<file path="src/pwk_defs.svh">
`ifndef PWK_DEFS_SVH
`define PWK_DEFS_SVH

// register indices, byte address is four times the index
`define PWK_IDX_CPU_MODE      8'h0E
`define PWK_IDX_T2_RELOAD     8'h10
`define PWK_IDX_IRQ_EN        8'h22
`define PWK_IDX_IRQ_FLAGS     8'h23
`define PWK_IDX_T0_RELOAD_LO  8'h24
`define PWK_IDX_T0_RELOAD_HI  8'h25
`define PWK_IDX_T1_RELOAD     8'h26
`define PWK_IDX_PA_EN         8'h2D
`define PWK_IDX_PA_FLAGS      8'h2E
`define PWK_IDX_PA_WAKE       8'h2F
`define PWK_IDX_SPI_STAT      8'h40
`define PWK_IDX_SPH_CTRL      8'h49
`define PWK_IDX_SPH_RELOAD    8'h4A
`define PWK_IDX_WAKE_CTRL     8'h60

// cpu mode control fields
`define PWK_CM_FAST           0
`define PWK_CM_IDLE           1
`define PWK_CM_GLOBAL         2
`define PWK_CM_PLL_EN         7

// irq enable and flag positions
`define PWK_IRQ_T0            0
`define PWK_IRQ_T1            1
`define PWK_IRQ_T2            2
`define PWK_IRQ_UERR          3
`define PWK_IRQ_UTX           4
`define PWK_IRQ_URX           5
`define PWK_IRQ_ADC           6
`define PWK_IRQ_CAP           7

// spi status, speech control and wake control fields
`define PWK_SPI_WAKE          3
`define PWK_SPI_FLAG          4
`define PWK_SPI_EN            5
`define PWK_SPH_EN            4
`define PWK_SPH_FLAG          5
`define PWK_WK_T1             0
`define PWK_WK_ADC            1
`define PWK_WK_TOUCH          2
`define PWK_WK_SPI_SLAVE      3
`define PWK_WK_CAP_LO         4
`define PWK_WK_CAP_HI         5

// vector word addresses
`define PWK_VEC_RESET         20'h00000
`define PWK_VEC_L1            20'h00002
`define PWK_VEC_L2            20'h00004
`define PWK_VEC_L3            20'h00006
`define PWK_VEC_L4            20'h00008
`define PWK_VEC_L5            20'h0000A
`define PWK_VEC_LAST          20'h0000B

`define PWK_RST_BYTE          8'h00
`define PWK_SWITCH_OSC_CYCLES 4'h8
`define PWK_RESP_OKAY         2'h0
`define PWK_RESP_SLVERR       2'h2

`endif

</file>
<file path="src/pwk_pkg.sv">
package pwk_pkg;

    typedef enum logic [1:0] {PWK_RUN, PWK_SLEEP, PWK_IDLE} pwk_mode_type;

    typedef struct packed {
        logic adc_done;
        logic uart_error;
        logic uart_tx_empty;
        logic uart_rx_full;
        logic spi_rx_full;
        logic timer0_tick;
        logic timer1_tick;
        logic timer2_tick;
        logic speech_tick;
    } pwk_event_type;

    typedef struct packed {
        pwk_mode_type mode;
        logic         core_run;
        logic [7:0]   cpu_mode;
        logic [7:0]   irq_en;
        logic [7:0]   irq_flags;
        logic [7:0]   t2_reload;
        logic [7:0]   t0_lo;
        logic [7:0]   t0_hi;
        logic [7:0]   t1_reload;
        logic [7:0]   pa_en;
        logic [7:0]   pa_flags;
        logic [7:0]   pa_wake;
        logic [7:0]   spi_stat;
        logic [7:0]   sph_ctrl;
        logic [7:0]   sph_reload;
        logic [7:0]   wake_ctrl;
        logic [15:0]  t0_count;
        logic [7:0]   t1_count;
        logic [7:0]   t2_count;
        logic [10:0]  sph_count;
        logic [7:0]   pa_s1;
        logic [7:0]   pa_s2;
        logic [7:0]   pa_s3;
        logic         touch_s1;
        logic         touch_s2;
        logic         cap_s1;
        logic         cap_s2;
        logic         cap_s3;
        logic         osc_s1;
        logic         osc_s2;
        logic         osc_s3;
        logic         fast_d;
        logic         switching;
        logic [3:0]   switch_cnt;
        logic         pll_select;
        logic         irq_req;
        logic [19:0]  irq_vector;
        logic         awready;
        logic         wready;
        logic         arready;
        logic         bvalid;
        logic         rvalid;
        logic         aw_held;
        logic         w_held;
        logic [11:0]  aw_addr;
        logic [7:0]   wbyte;
        logic         wlane0;
        logic [1:0]   bresp;
        logic [1:0]   rresp;
        logic [31:0]  rdata;
    } pwk_state_type;

endpackage

</file>
<file path="src/pwk_ctrl.sv">
`timescale 1ns/1ps
`include "pwk_defs.svh"
module pwk_ctrl
    import pwk_pkg::*;
(
    input  wire logic          aclk,
    input  wire logic          aresetn,
    input  wire logic [11:0]   awaddr,
    input  wire logic          awvalid,
    output logic               awready,
    input  wire logic [31:0]   wdata,
    input  wire logic [3:0]    wstrb,
    input  wire logic          wvalid,
    output logic               wready,
    output logic [1:0]         bresp,
    output logic               bvalid,
    input  wire logic          bready,
    input  wire logic [11:0]   araddr,
    input  wire logic          arvalid,
    output logic               arready,
    output logic [31:0]        rdata,
    output logic [1:0]         rresp,
    output logic               rvalid,
    input  wire logic          rready,
    input  wire logic [7:0]    porta_pin,
    input  wire logic          touch_request_n,
    input  wire logic          capture_pin,
    input  wire logic          osc_clock_pin,
    input  wire pwk_event_type events,
    input  wire logic          sleep_instruction,
    input  wire logic          irq_ack,
    output logic               irq_req,
    output logic [19:0]        irq_vector,
    output logic               core_run,
    output logic               pll_select
);

    pwk_state_type q;
    pwk_state_type next;

    logic touch_active;
    logic pend_l1;
    logic pend_l2;
    logic pend_l3;
    logic pend_l4;
    logic pend_l5;
    logic dispatch_ok;
    logic wake_sleep;
    logic wake_idle;

    // returns {hit, index}; misaligned or unmapped words miss
    function automatic logic [8:0] addr_index(input logic [11:0] addr);
        logic [7:0] idx;
        logic       hit;
        idx = addr[9:2];
        hit = 1'b0;
        if (addr[1:0] == 2'h0 && addr[11:10] == 2'h0) begin
            case (idx)
                `PWK_IDX_CPU_MODE, `PWK_IDX_T2_RELOAD, `PWK_IDX_IRQ_EN,
                `PWK_IDX_IRQ_FLAGS, `PWK_IDX_T0_RELOAD_LO, `PWK_IDX_T0_RELOAD_HI,
                `PWK_IDX_T1_RELOAD, `PWK_IDX_PA_EN, `PWK_IDX_PA_FLAGS,
                `PWK_IDX_PA_WAKE, `PWK_IDX_SPI_STAT, `PWK_IDX_SPH_CTRL,
                `PWK_IDX_SPH_RELOAD, `PWK_IDX_WAKE_CTRL: hit = 1'b1;
                default: hit = 1'b0;
            endcase
        end
        return {hit, idx};
    endfunction

    assign touch_active = ~q.touch_s2 & q.wake_ctrl[`PWK_WK_TOUCH];
    assign pend_l1 = (|(q.pa_flags & q.pa_en)) | touch_active;
    assign pend_l2 = q.irq_flags[`PWK_IRQ_CAP] & q.irq_en[`PWK_IRQ_CAP];
    assign pend_l3 = q.sph_ctrl[`PWK_SPH_FLAG] & q.sph_ctrl[`PWK_SPH_EN];
    assign pend_l4 = |(q.irq_flags[2:0] & q.irq_en[2:0]);
    assign pend_l5 = (|(q.irq_flags[6:3] & q.irq_en[6:3]))
                   | (q.spi_stat[`PWK_SPI_FLAG] & q.spi_stat[`PWK_SPI_EN]);
    assign dispatch_ok = aresetn & ~q.irq_req & (q.mode == PWK_RUN)
                       & q.cpu_mode[`PWK_CM_GLOBAL];
    // port, touch, spi slave wake from sleep
    assign wake_sleep = (|(q.pa_flags & q.pa_wake)) | touch_active
                      | (q.wake_ctrl[`PWK_WK_SPI_SLAVE] & q.spi_stat[`PWK_SPI_WAKE]
                         & q.spi_stat[`PWK_SPI_FLAG]);
    // timer 1 and adc add to idle wake only
    assign wake_idle = wake_sleep
                     | (q.irq_flags[`PWK_IRQ_T1] & q.wake_ctrl[`PWK_WK_T1])
                     | (q.irq_flags[`PWK_IRQ_ADC] & q.wake_ctrl[`PWK_WK_ADC]);

    always_comb begin
        logic [8:0]  wdec;
        logic [8:0]  rdec;
        logic [7:0]  rbyte;
        logic [7:0]  pa_fall;
        logic        cap_rise;
        logic        cap_fall;
        logic        cap_end_rise;
        logic        osc_edge;
        logic [15:0] t0_word;
        wdec = 9'h000;
        rdec = 9'h000;
        rbyte = 8'h00;
        pa_fall = q.pa_s3 & ~q.pa_s2;
        cap_rise = q.cap_s2 & ~q.cap_s3;
        cap_fall = ~q.cap_s2 & q.cap_s3;
        osc_edge = q.osc_s2 & ~q.osc_s3;
        t0_word = {q.t0_hi, q.t0_lo};
        cap_end_rise = q.wake_ctrl[`PWK_WK_CAP_HI] ^ q.wake_ctrl[`PWK_WK_CAP_LO];
        next = q;

        // synchronisers, first stage feeds only the second
        next.pa_s1 = porta_pin;
        next.pa_s2 = q.pa_s1;
        next.pa_s3 = q.pa_s2;
        next.touch_s1 = touch_request_n;
        next.touch_s2 = q.touch_s1;
        next.cap_s1 = capture_pin;
        next.cap_s2 = q.cap_s1;
        next.cap_s3 = q.cap_s2;
        next.osc_s1 = osc_clock_pin;
        next.osc_s2 = q.osc_s1;
        next.osc_s3 = q.osc_s2;

        // write channel: address and data taken in either order
        if (q.awready && awvalid) begin
            next.awready = 1'b0;
            next.aw_held = 1'b1;
            next.aw_addr = awaddr;
        end
        if (q.wready && wvalid) begin
            next.wready = 1'b0;
            next.w_held = 1'b1;
            next.wbyte = wdata[7:0];
            next.wlane0 = wstrb[0];
        end
        if (q.aw_held && q.w_held && !q.bvalid) begin
            wdec = addr_index(q.aw_addr);
            next.bvalid = 1'b1;
            next.bresp = wdec[8] ? `PWK_RESP_OKAY : `PWK_RESP_SLVERR;
            if (wdec[8] && q.wlane0) begin
                case (wdec[7:0])
                    `PWK_IDX_CPU_MODE:     next.cpu_mode = q.wbyte & 8'h87;
                    `PWK_IDX_T2_RELOAD:    next.t2_reload = q.wbyte;
                    `PWK_IDX_IRQ_EN:       next.irq_en = q.wbyte;
                    `PWK_IDX_IRQ_FLAGS:    next.irq_flags = q.wbyte;
                    `PWK_IDX_T0_RELOAD_LO: next.t0_lo = q.wbyte;
                    `PWK_IDX_T0_RELOAD_HI: next.t0_hi = q.wbyte;
                    `PWK_IDX_T1_RELOAD:    next.t1_reload = q.wbyte;
                    `PWK_IDX_PA_EN:        next.pa_en = q.wbyte;
                    `PWK_IDX_PA_FLAGS:     next.pa_flags = q.wbyte;
                    `PWK_IDX_PA_WAKE:      next.pa_wake = q.wbyte;
                    `PWK_IDX_SPI_STAT:     next.spi_stat = q.wbyte & 8'h38;
                    `PWK_IDX_SPH_CTRL:     next.sph_ctrl = q.wbyte & 8'h37;
                    `PWK_IDX_SPH_RELOAD:   next.sph_reload = q.wbyte;
                    `PWK_IDX_WAKE_CTRL:    next.wake_ctrl = q.wbyte & 8'h3F;
                    default:               next.wake_ctrl = q.wake_ctrl;
                endcase
            end
        end
        if (q.bvalid && bready) begin
            next.bvalid = 1'b0;
            next.aw_held = 1'b0;
            next.w_held = 1'b0;
            next.awready = 1'b1;
            next.wready = 1'b1;
        end

        // read channel, one cycle to answer
        if (q.arready && arvalid) begin
            rdec = addr_index(araddr);
            case (rdec[7:0])
                `PWK_IDX_CPU_MODE:     rbyte = q.cpu_mode;
                `PWK_IDX_T2_RELOAD:    rbyte = q.t2_reload;
                `PWK_IDX_IRQ_EN:       rbyte = q.irq_en;
                `PWK_IDX_IRQ_FLAGS:    rbyte = q.irq_flags;
                `PWK_IDX_T0_RELOAD_LO: rbyte = q.t0_lo;
                `PWK_IDX_T0_RELOAD_HI: rbyte = q.t0_hi;
                `PWK_IDX_T1_RELOAD:    rbyte = q.t1_reload;
                `PWK_IDX_PA_EN:        rbyte = q.pa_en;
                `PWK_IDX_PA_FLAGS:     rbyte = q.pa_flags;
                `PWK_IDX_PA_WAKE:      rbyte = q.pa_wake;
                `PWK_IDX_SPI_STAT:     rbyte = q.spi_stat;
                `PWK_IDX_SPH_CTRL:     rbyte = q.sph_ctrl;
                `PWK_IDX_SPH_RELOAD:   rbyte = q.sph_reload;
                `PWK_IDX_WAKE_CTRL:    rbyte = q.wake_ctrl;
                default:               rbyte = 8'h00;
            endcase
            next.arready = 1'b0;
            next.rvalid = 1'b1;
            next.rdata = rdec[8] ? {24'h000000, rbyte} : 32'h00000000;
            next.rresp = rdec[8] ? `PWK_RESP_OKAY : `PWK_RESP_SLVERR;
        end
        if (q.rvalid && rready) begin
            next.rvalid = 1'b0;
            next.arready = 1'b1;
        end

        // hardware sets come after software writes so a set wins over a clear
        // port A falling edge
        next.pa_flags = next.pa_flags | pa_fall;
        if (cap_end_rise ? cap_rise : cap_fall) begin
            next.irq_flags[`PWK_IRQ_CAP] = 1'b1;
        end
        if (events.speech_tick) begin
            if (q.sph_count == 11'h000) begin
                next.sph_count = {q.sph_ctrl[2:0], q.sph_reload};
                next.sph_ctrl[`PWK_SPH_FLAG] = 1'b1;
            end else begin
                next.sph_count = q.sph_count - 11'h001;
            end
        end
        if (events.timer0_tick) begin
            if (q.t0_count > t0_word) begin
                next.t0_count = 16'h0000;
                next.irq_flags[`PWK_IRQ_T0] = 1'b1;
            end else begin
                next.t0_count = q.t0_count + 16'h0001;
            end
        end
        if (events.timer1_tick) begin
            if (q.t1_count == 8'h00) begin
                next.t1_count = q.t1_reload;
                next.irq_flags[`PWK_IRQ_T1] = 1'b1;
            end else begin
                next.t1_count = q.t1_count - 8'h01;
            end
        end
        if (events.timer2_tick) begin
            if (q.t2_count == 8'h00) begin
                next.t2_count = q.t2_reload;
                next.irq_flags[`PWK_IRQ_T2] = 1'b1;
            end else begin
                next.t2_count = q.t2_count - 8'h01;
            end
        end
        next.irq_flags[`PWK_IRQ_ADC] = next.irq_flags[`PWK_IRQ_ADC] | events.adc_done;
        next.irq_flags[`PWK_IRQ_UERR] = next.irq_flags[`PWK_IRQ_UERR] | events.uart_error;
        next.irq_flags[`PWK_IRQ_UTX] = next.irq_flags[`PWK_IRQ_UTX] | events.uart_tx_empty;
        next.irq_flags[`PWK_IRQ_URX] = next.irq_flags[`PWK_IRQ_URX] | events.uart_rx_full;
        // spi flag in its own status
        next.spi_stat[`PWK_SPI_FLAG] = next.spi_stat[`PWK_SPI_FLAG] | events.spi_rx_full;

        // acknowledge takes the request and drops global
        if (q.irq_req && irq_ack) begin
            next.irq_req = 1'b0;
            next.cpu_mode[`PWK_CM_GLOBAL] = 1'b0;
        end else if (dispatch_ok) begin
            next.irq_req = pend_l1 | pend_l2 | pend_l3 | pend_l4 | pend_l5;
            if (pend_l1) begin
                next.irq_vector = `PWK_VEC_L1;
            end else if (pend_l2) begin
                next.irq_vector = `PWK_VEC_L2;
            end else if (pend_l3) begin
                next.irq_vector = `PWK_VEC_L3;
            end else if (pend_l4) begin
                next.irq_vector = `PWK_VEC_L4;
            end else if (pend_l5) begin
                next.irq_vector = `PWK_VEC_L5;
            end
        end

        case (q.mode)
            PWK_RUN: begin
                if (sleep_instruction) begin
                    next.mode = q.cpu_mode[`PWK_CM_IDLE] ? PWK_IDLE : PWK_SLEEP;
                end
            end
            PWK_SLEEP: begin
                if (wake_sleep) begin
                    next.mode = PWK_RUN;
                end
            end
            PWK_IDLE: begin
                if (wake_idle) begin
                    next.mode = PWK_RUN;
                end
            end
            default: next.mode = PWK_RUN;
        endcase
        next.core_run = (next.mode == PWK_RUN);

        // slow to fast waits for oscillator edges
        next.fast_d = q.cpu_mode[`PWK_CM_FAST];
        if (!q.cpu_mode[`PWK_CM_FAST]) begin
            next.pll_select = 1'b0;
            next.switching = 1'b0;
        end else if (!q.fast_d && !q.pll_select) begin
            next.switching = 1'b1;
            next.switch_cnt = 4'h0;
        end else if (q.switching && osc_edge) begin
            next.switch_cnt = q.switch_cnt + 4'h1;
            if (q.switch_cnt == `PWK_SWITCH_OSC_CYCLES - 4'h1) begin
                next.pll_select = 1'b1;
                next.switching = 1'b0;
            end
        end

        if (!aresetn) begin
            next = '0;
            next.cpu_mode = `PWK_RST_BYTE;
            next.irq_en = `PWK_RST_BYTE;
            next.irq_flags = `PWK_RST_BYTE;
            next.core_run = 1'b1;
            next.touch_s1 = 1'b1;
            next.touch_s2 = 1'b1;
            next.awready = 1'b1;
            next.wready = 1'b1;
            next.arready = 1'b1;
            next.irq_vector = `PWK_VEC_RESET;
        end
    end

    always_ff @(posedge aclk) begin
        q <= next;
    end

    assign awready = q.awready;
    assign wready = q.wready;
    assign bvalid = q.bvalid;
    assign bresp = q.bresp;
    assign arready = q.arready;
    assign rvalid = q.rvalid;
    assign rdata = q.rdata;
    assign rresp = q.rresp;
    assign irq_req = q.irq_req;
    assign irq_vector = q.irq_vector;
    assign core_run = q.core_run;
    assign pll_select = q.pll_select;
endmodule

</file>
<file path="config.mk">
export PLATFORM = sky130hd
export DESIGN_NAME = pwk_ctrl
export DESIGN_NICKNAME = d
export VERILOG_FILES = /design/src/pwk_pkg.sv /design/src/pwk_ctrl.sv
export VERILOG_INCLUDE_DIRS = /design/src
export SDC_FILE = /design/constraint.sdc
export NUM_CORES = 1
export LEC_CHECK = 0
export BUFFER_PORTS_ARGS = -buffer_cell sky130_fd_sc_hd__buf_2
export CAP_MARGIN = 40
export CORE_ASPECT_RATIO = 1.25
export CORE_MARGIN = 2
export CORE_UTILIZATION = 50
export CTS_BUF_LIST = sky130_fd_sc_hd__clkbuf_16
export CTS_CLUSTER_SIZE = 24
export DETAILED_ROUTE_END_ITERATION = 7
export GPL_ROUTABILITY_DRIVEN = 0
export PLACE_DENSITY = 0.71
export SYNTH_ARGS = -nofsm -noshare
export SYNTH_HDL_FRONTEND = slang
export SYNTH_SLANG_ARGS = --single-unit
</file>
<file path="constraint.sdc">
create_clock -name aclk -period 2.5 [get_ports aclk]
set_input_delay 0.5 -clock aclk [delete_from_list [all_inputs] [get_ports aclk]]
set_output_delay 0.5 -clock aclk [all_outputs]
set_load 0.05 [all_outputs]
</file>
==> metrics.txt <==
biggest area consumer among synthesized cells sky130_fd_sc_hd__dfxtp_1; top cells by count, synth sky130_fd_sc_hd__dfxtp_1, sky130_fd_sc_hd__nand2_1, sky130_fd_sc_hd__a21oi_1; fraction of registers with async set or reset after synthesis 0%; CTS-repair resized insts 0; hpwl dp 19700 µm; Max Freq 0.424 GHz; dominant cells by area after synthesis sky130_fd_sc_hd__dfxtp_1, sky130_fd_sc_hd__mux2i_1, sky130_fd_sc_hd__a21oi_1; detailed-router iteration count before antenna repair 5; pin count of the biggest net entering global routing 50; total number of clock tree sinks 225; number of DRC violations after detailed routing 0; post-route clock skew 0.0170 ns; cell area after placement 0.0113 mm²; antenna violations before repair 0; most instantiated library cell after synthesis sky130_fd_sc_hd__dfxtp_1; final net count 1445; number of antenna cells inserted 0; unique cell type count in the Yosys netlist 71; Core Area 0.0213 mm²; proportion of synthesized chip area in sequential cells 41.8%; critical path's slowest cell sky130_fd_sc_hd__or4_4; CTS Root Buffer Type sky130_fd_sc_hd__clkbuf_16; vias in the first global route 8632; Pwr per Cell Area 814 mW/mm²; First DRT Iteration DRCs 750; unrepaired setup endpoints after global routing false; period utilisation layout 94.4%; post-layout instance area 0.0121 mm²; reg2reg start q[238]; worst slack at placement 0.114 ns; Final Core Density 56.7%; fraction of layout instances using a drive strength above 1 14.2%; insertion delay of the later-clocked pin in the worst-skew pair 0.52 ns; area share of the largest cell type after synthesis 41.8%; endpoint of the most critical register-to-register path q[161]; number of placement rows 60; Die Area 0.0227 mm²; DR vias/cell 5.64; setup slack of the worst register-to-register path 0.14 ns; type of element capturing the critical path register; cell depth of the worst setup path 9; Chip Height 168 µm; Gate Count Post-Synth 1262; run status finished clean; Clk pin slew, worst setup/hold paths 0.07 ns; top cell family by delay on the critical path simple AND/OR/NAND/NOR gates; Hold Fails Final Rpt 0; Setup Crit Path Kind reg -> reg; P&R area growth vs syn 12.2%; cts bufs inserted 24; Setup-failing EPs final 0; starting utilization of the core area 50.5%; Post-Layout Cell Count 1629; Post-synth EDFFs 0; mean cell area of the mapped netlist 8.53 µm²; headroom to the max-slew limit 39.8%; Max Slew Vio Count 0; Setup TNS Final 0 ns; critical path buffer and inverter count 2; number of maximum-capacitance violations 0; #FFs+latches synth 225; worst r2r path cells 9; number of fill cells 1979; # hold bufs at CTS 0; CP Max Fanout 12; Synth Flop Type sky130_fd_sc_hd__dfxtp_1; crit path capture q[161]; maximum vdd ir drop 0.667 mV; H-tree depth reported by CTS 1; arrival time of data at the critical path endpoint 2.81 ns; first-pass GRT wire length 44300 µm; first element of the critical path q[238]; aggregate routed wire length 27600 µm; # IOs 153; crit path launch type register; antenna-violating nets left 0; # Post-CTS Setup Buffers 0; DR WL/cell 17.0 µm; Clock Path Buffers 3; worst stage delay on the critical path 0.54 ns; number of I/O port buffers 82; Post-Place Cells 1586; Congestion Overflow GR 0; setup ws final 0.141 ns; TritonCTS clock tree yes; chain of cells forming the critical path inv_1 > ha_1 > and4_1 > nand3_1 > or4_4 > a21oi_1 > a21oi_1 > buf_4 > nor2_1; leakage power of the design 4.67 nW; Yosys warning total 0; type of the worst min-delay path in -> reg; clock period minus worst slack 2.36 ns; dominant cell type by count on the critical path sky130_fd_sc_hd__a21oi_1; horizontal extent of the die 135 µm; global-route usage over all layers 24.2%; endpoint required time on the critical path 2.95 ns; Via Count 9180; Least-Margin Pin Slew 0.902 ns; cell area after synthesis 0.0108 mm²
## state kept, by name (all words and copies together) (netlist names)
name / count
bvalid: 1
rdata: 8
wready: 1
core_run: 1
irq_req: 1
irq_vector: 3
bresp: 1
rvalid: 1
rresp: 1
awready: 1
pll_select: 1
arready: 1
q: 204
## cell usage in the layout, fill, tap and decap left out, drive strengths merged, types with 23 or more instances in the layout
master,n
a22oi,25
nand2,148
inv,39
and2,38
nor3,27
nor2,119
a21oi,116
ha,23
mux2i,80
buf,119
conb,43
nand2b,28
dfxtp,225
o21ai,65
nand3,32
clkbuf,25
## area by class of cell
class                      count  area, µm²  area share (%)
sequential                   225       4500            37.3
timing repair buffer         119        701            5.80
clock inverter                18        135            1.12
inverter                      38        145            1.20
multi-input combinational    925       5620            46.5
tap                          279        349            2.89
clock buffer                  25        626            5.18
## cell families (layout without fill, tap and decap cells)
family,count (synthesis),after routing,share of synthesized area [%]
flops,225,225,41.8
buf+inv,154,200,7.44
compound gates,280,280,16.0
other cells,1,43,0.0348
mux,87,87,8.17
fa+ha+maj,23,23,2.67
simple gates,476,476,22.5
xor+xnor,16,16,1.30
## metrics by stage
step / power, mW / hold WS [ns]
after floorplan: 5.95 / 0.386
after global placement: 6.38 / 0.401
after global routing: 10.4 / 0.162
after detailed placement: 6.45 / 0.400
final: 9.83 / 0.168
after CTS: 9.86 / 0.156
## worst min path at each step
stage,from,end,cells past startpoint
after global routing,touch_request_n,q[99],2
after global placement,q[99],q[98],1
after CTS,touch_request_n,q[99],2
after detailed placement,q[99],q[98],1
final,touch_request_n,q[99],2
after floorplan,q[99],q[98],1
## worst reg2reg max path: stages, from the launching register on
cell and delay [ns]:
sky130_fd_sc_hd__dfxtp_1 0.39, sky130_fd_sc_hd__inv_1 0.07, sky130_fd_sc_hd__ha_1 0.30, sky130_fd_sc_hd__and4_1 0.22
sky130_fd_sc_hd__nand3_1 0.12, sky130_fd_sc_hd__or4_4 0.54, sky130_fd_sc_hd__a21oi_1 0.18, sky130_fd_sc_hd__a21oi_1 0.13
sky130_fd_sc_hd__buf_4 0.23, sky130_fd_sc_hd__nor2_1 0.11
## where the power goes
| group | internal, mW | switching (mW) |
|---|---|---|
| logic | 0.903 | 1.30 |
| registers | 3.87 | 0.335 |
| clock network | 1.93 | 1.49 |
## metal layers
layer / GRT usage (%) / wire length [µm]
met5: 0 / 0
met3: 3.40 / 2110
met4: 9.78 / 1180
met2: 41.1 / 13000
met1: 31.0 / 11300
(Power assumes the default switching activity.)
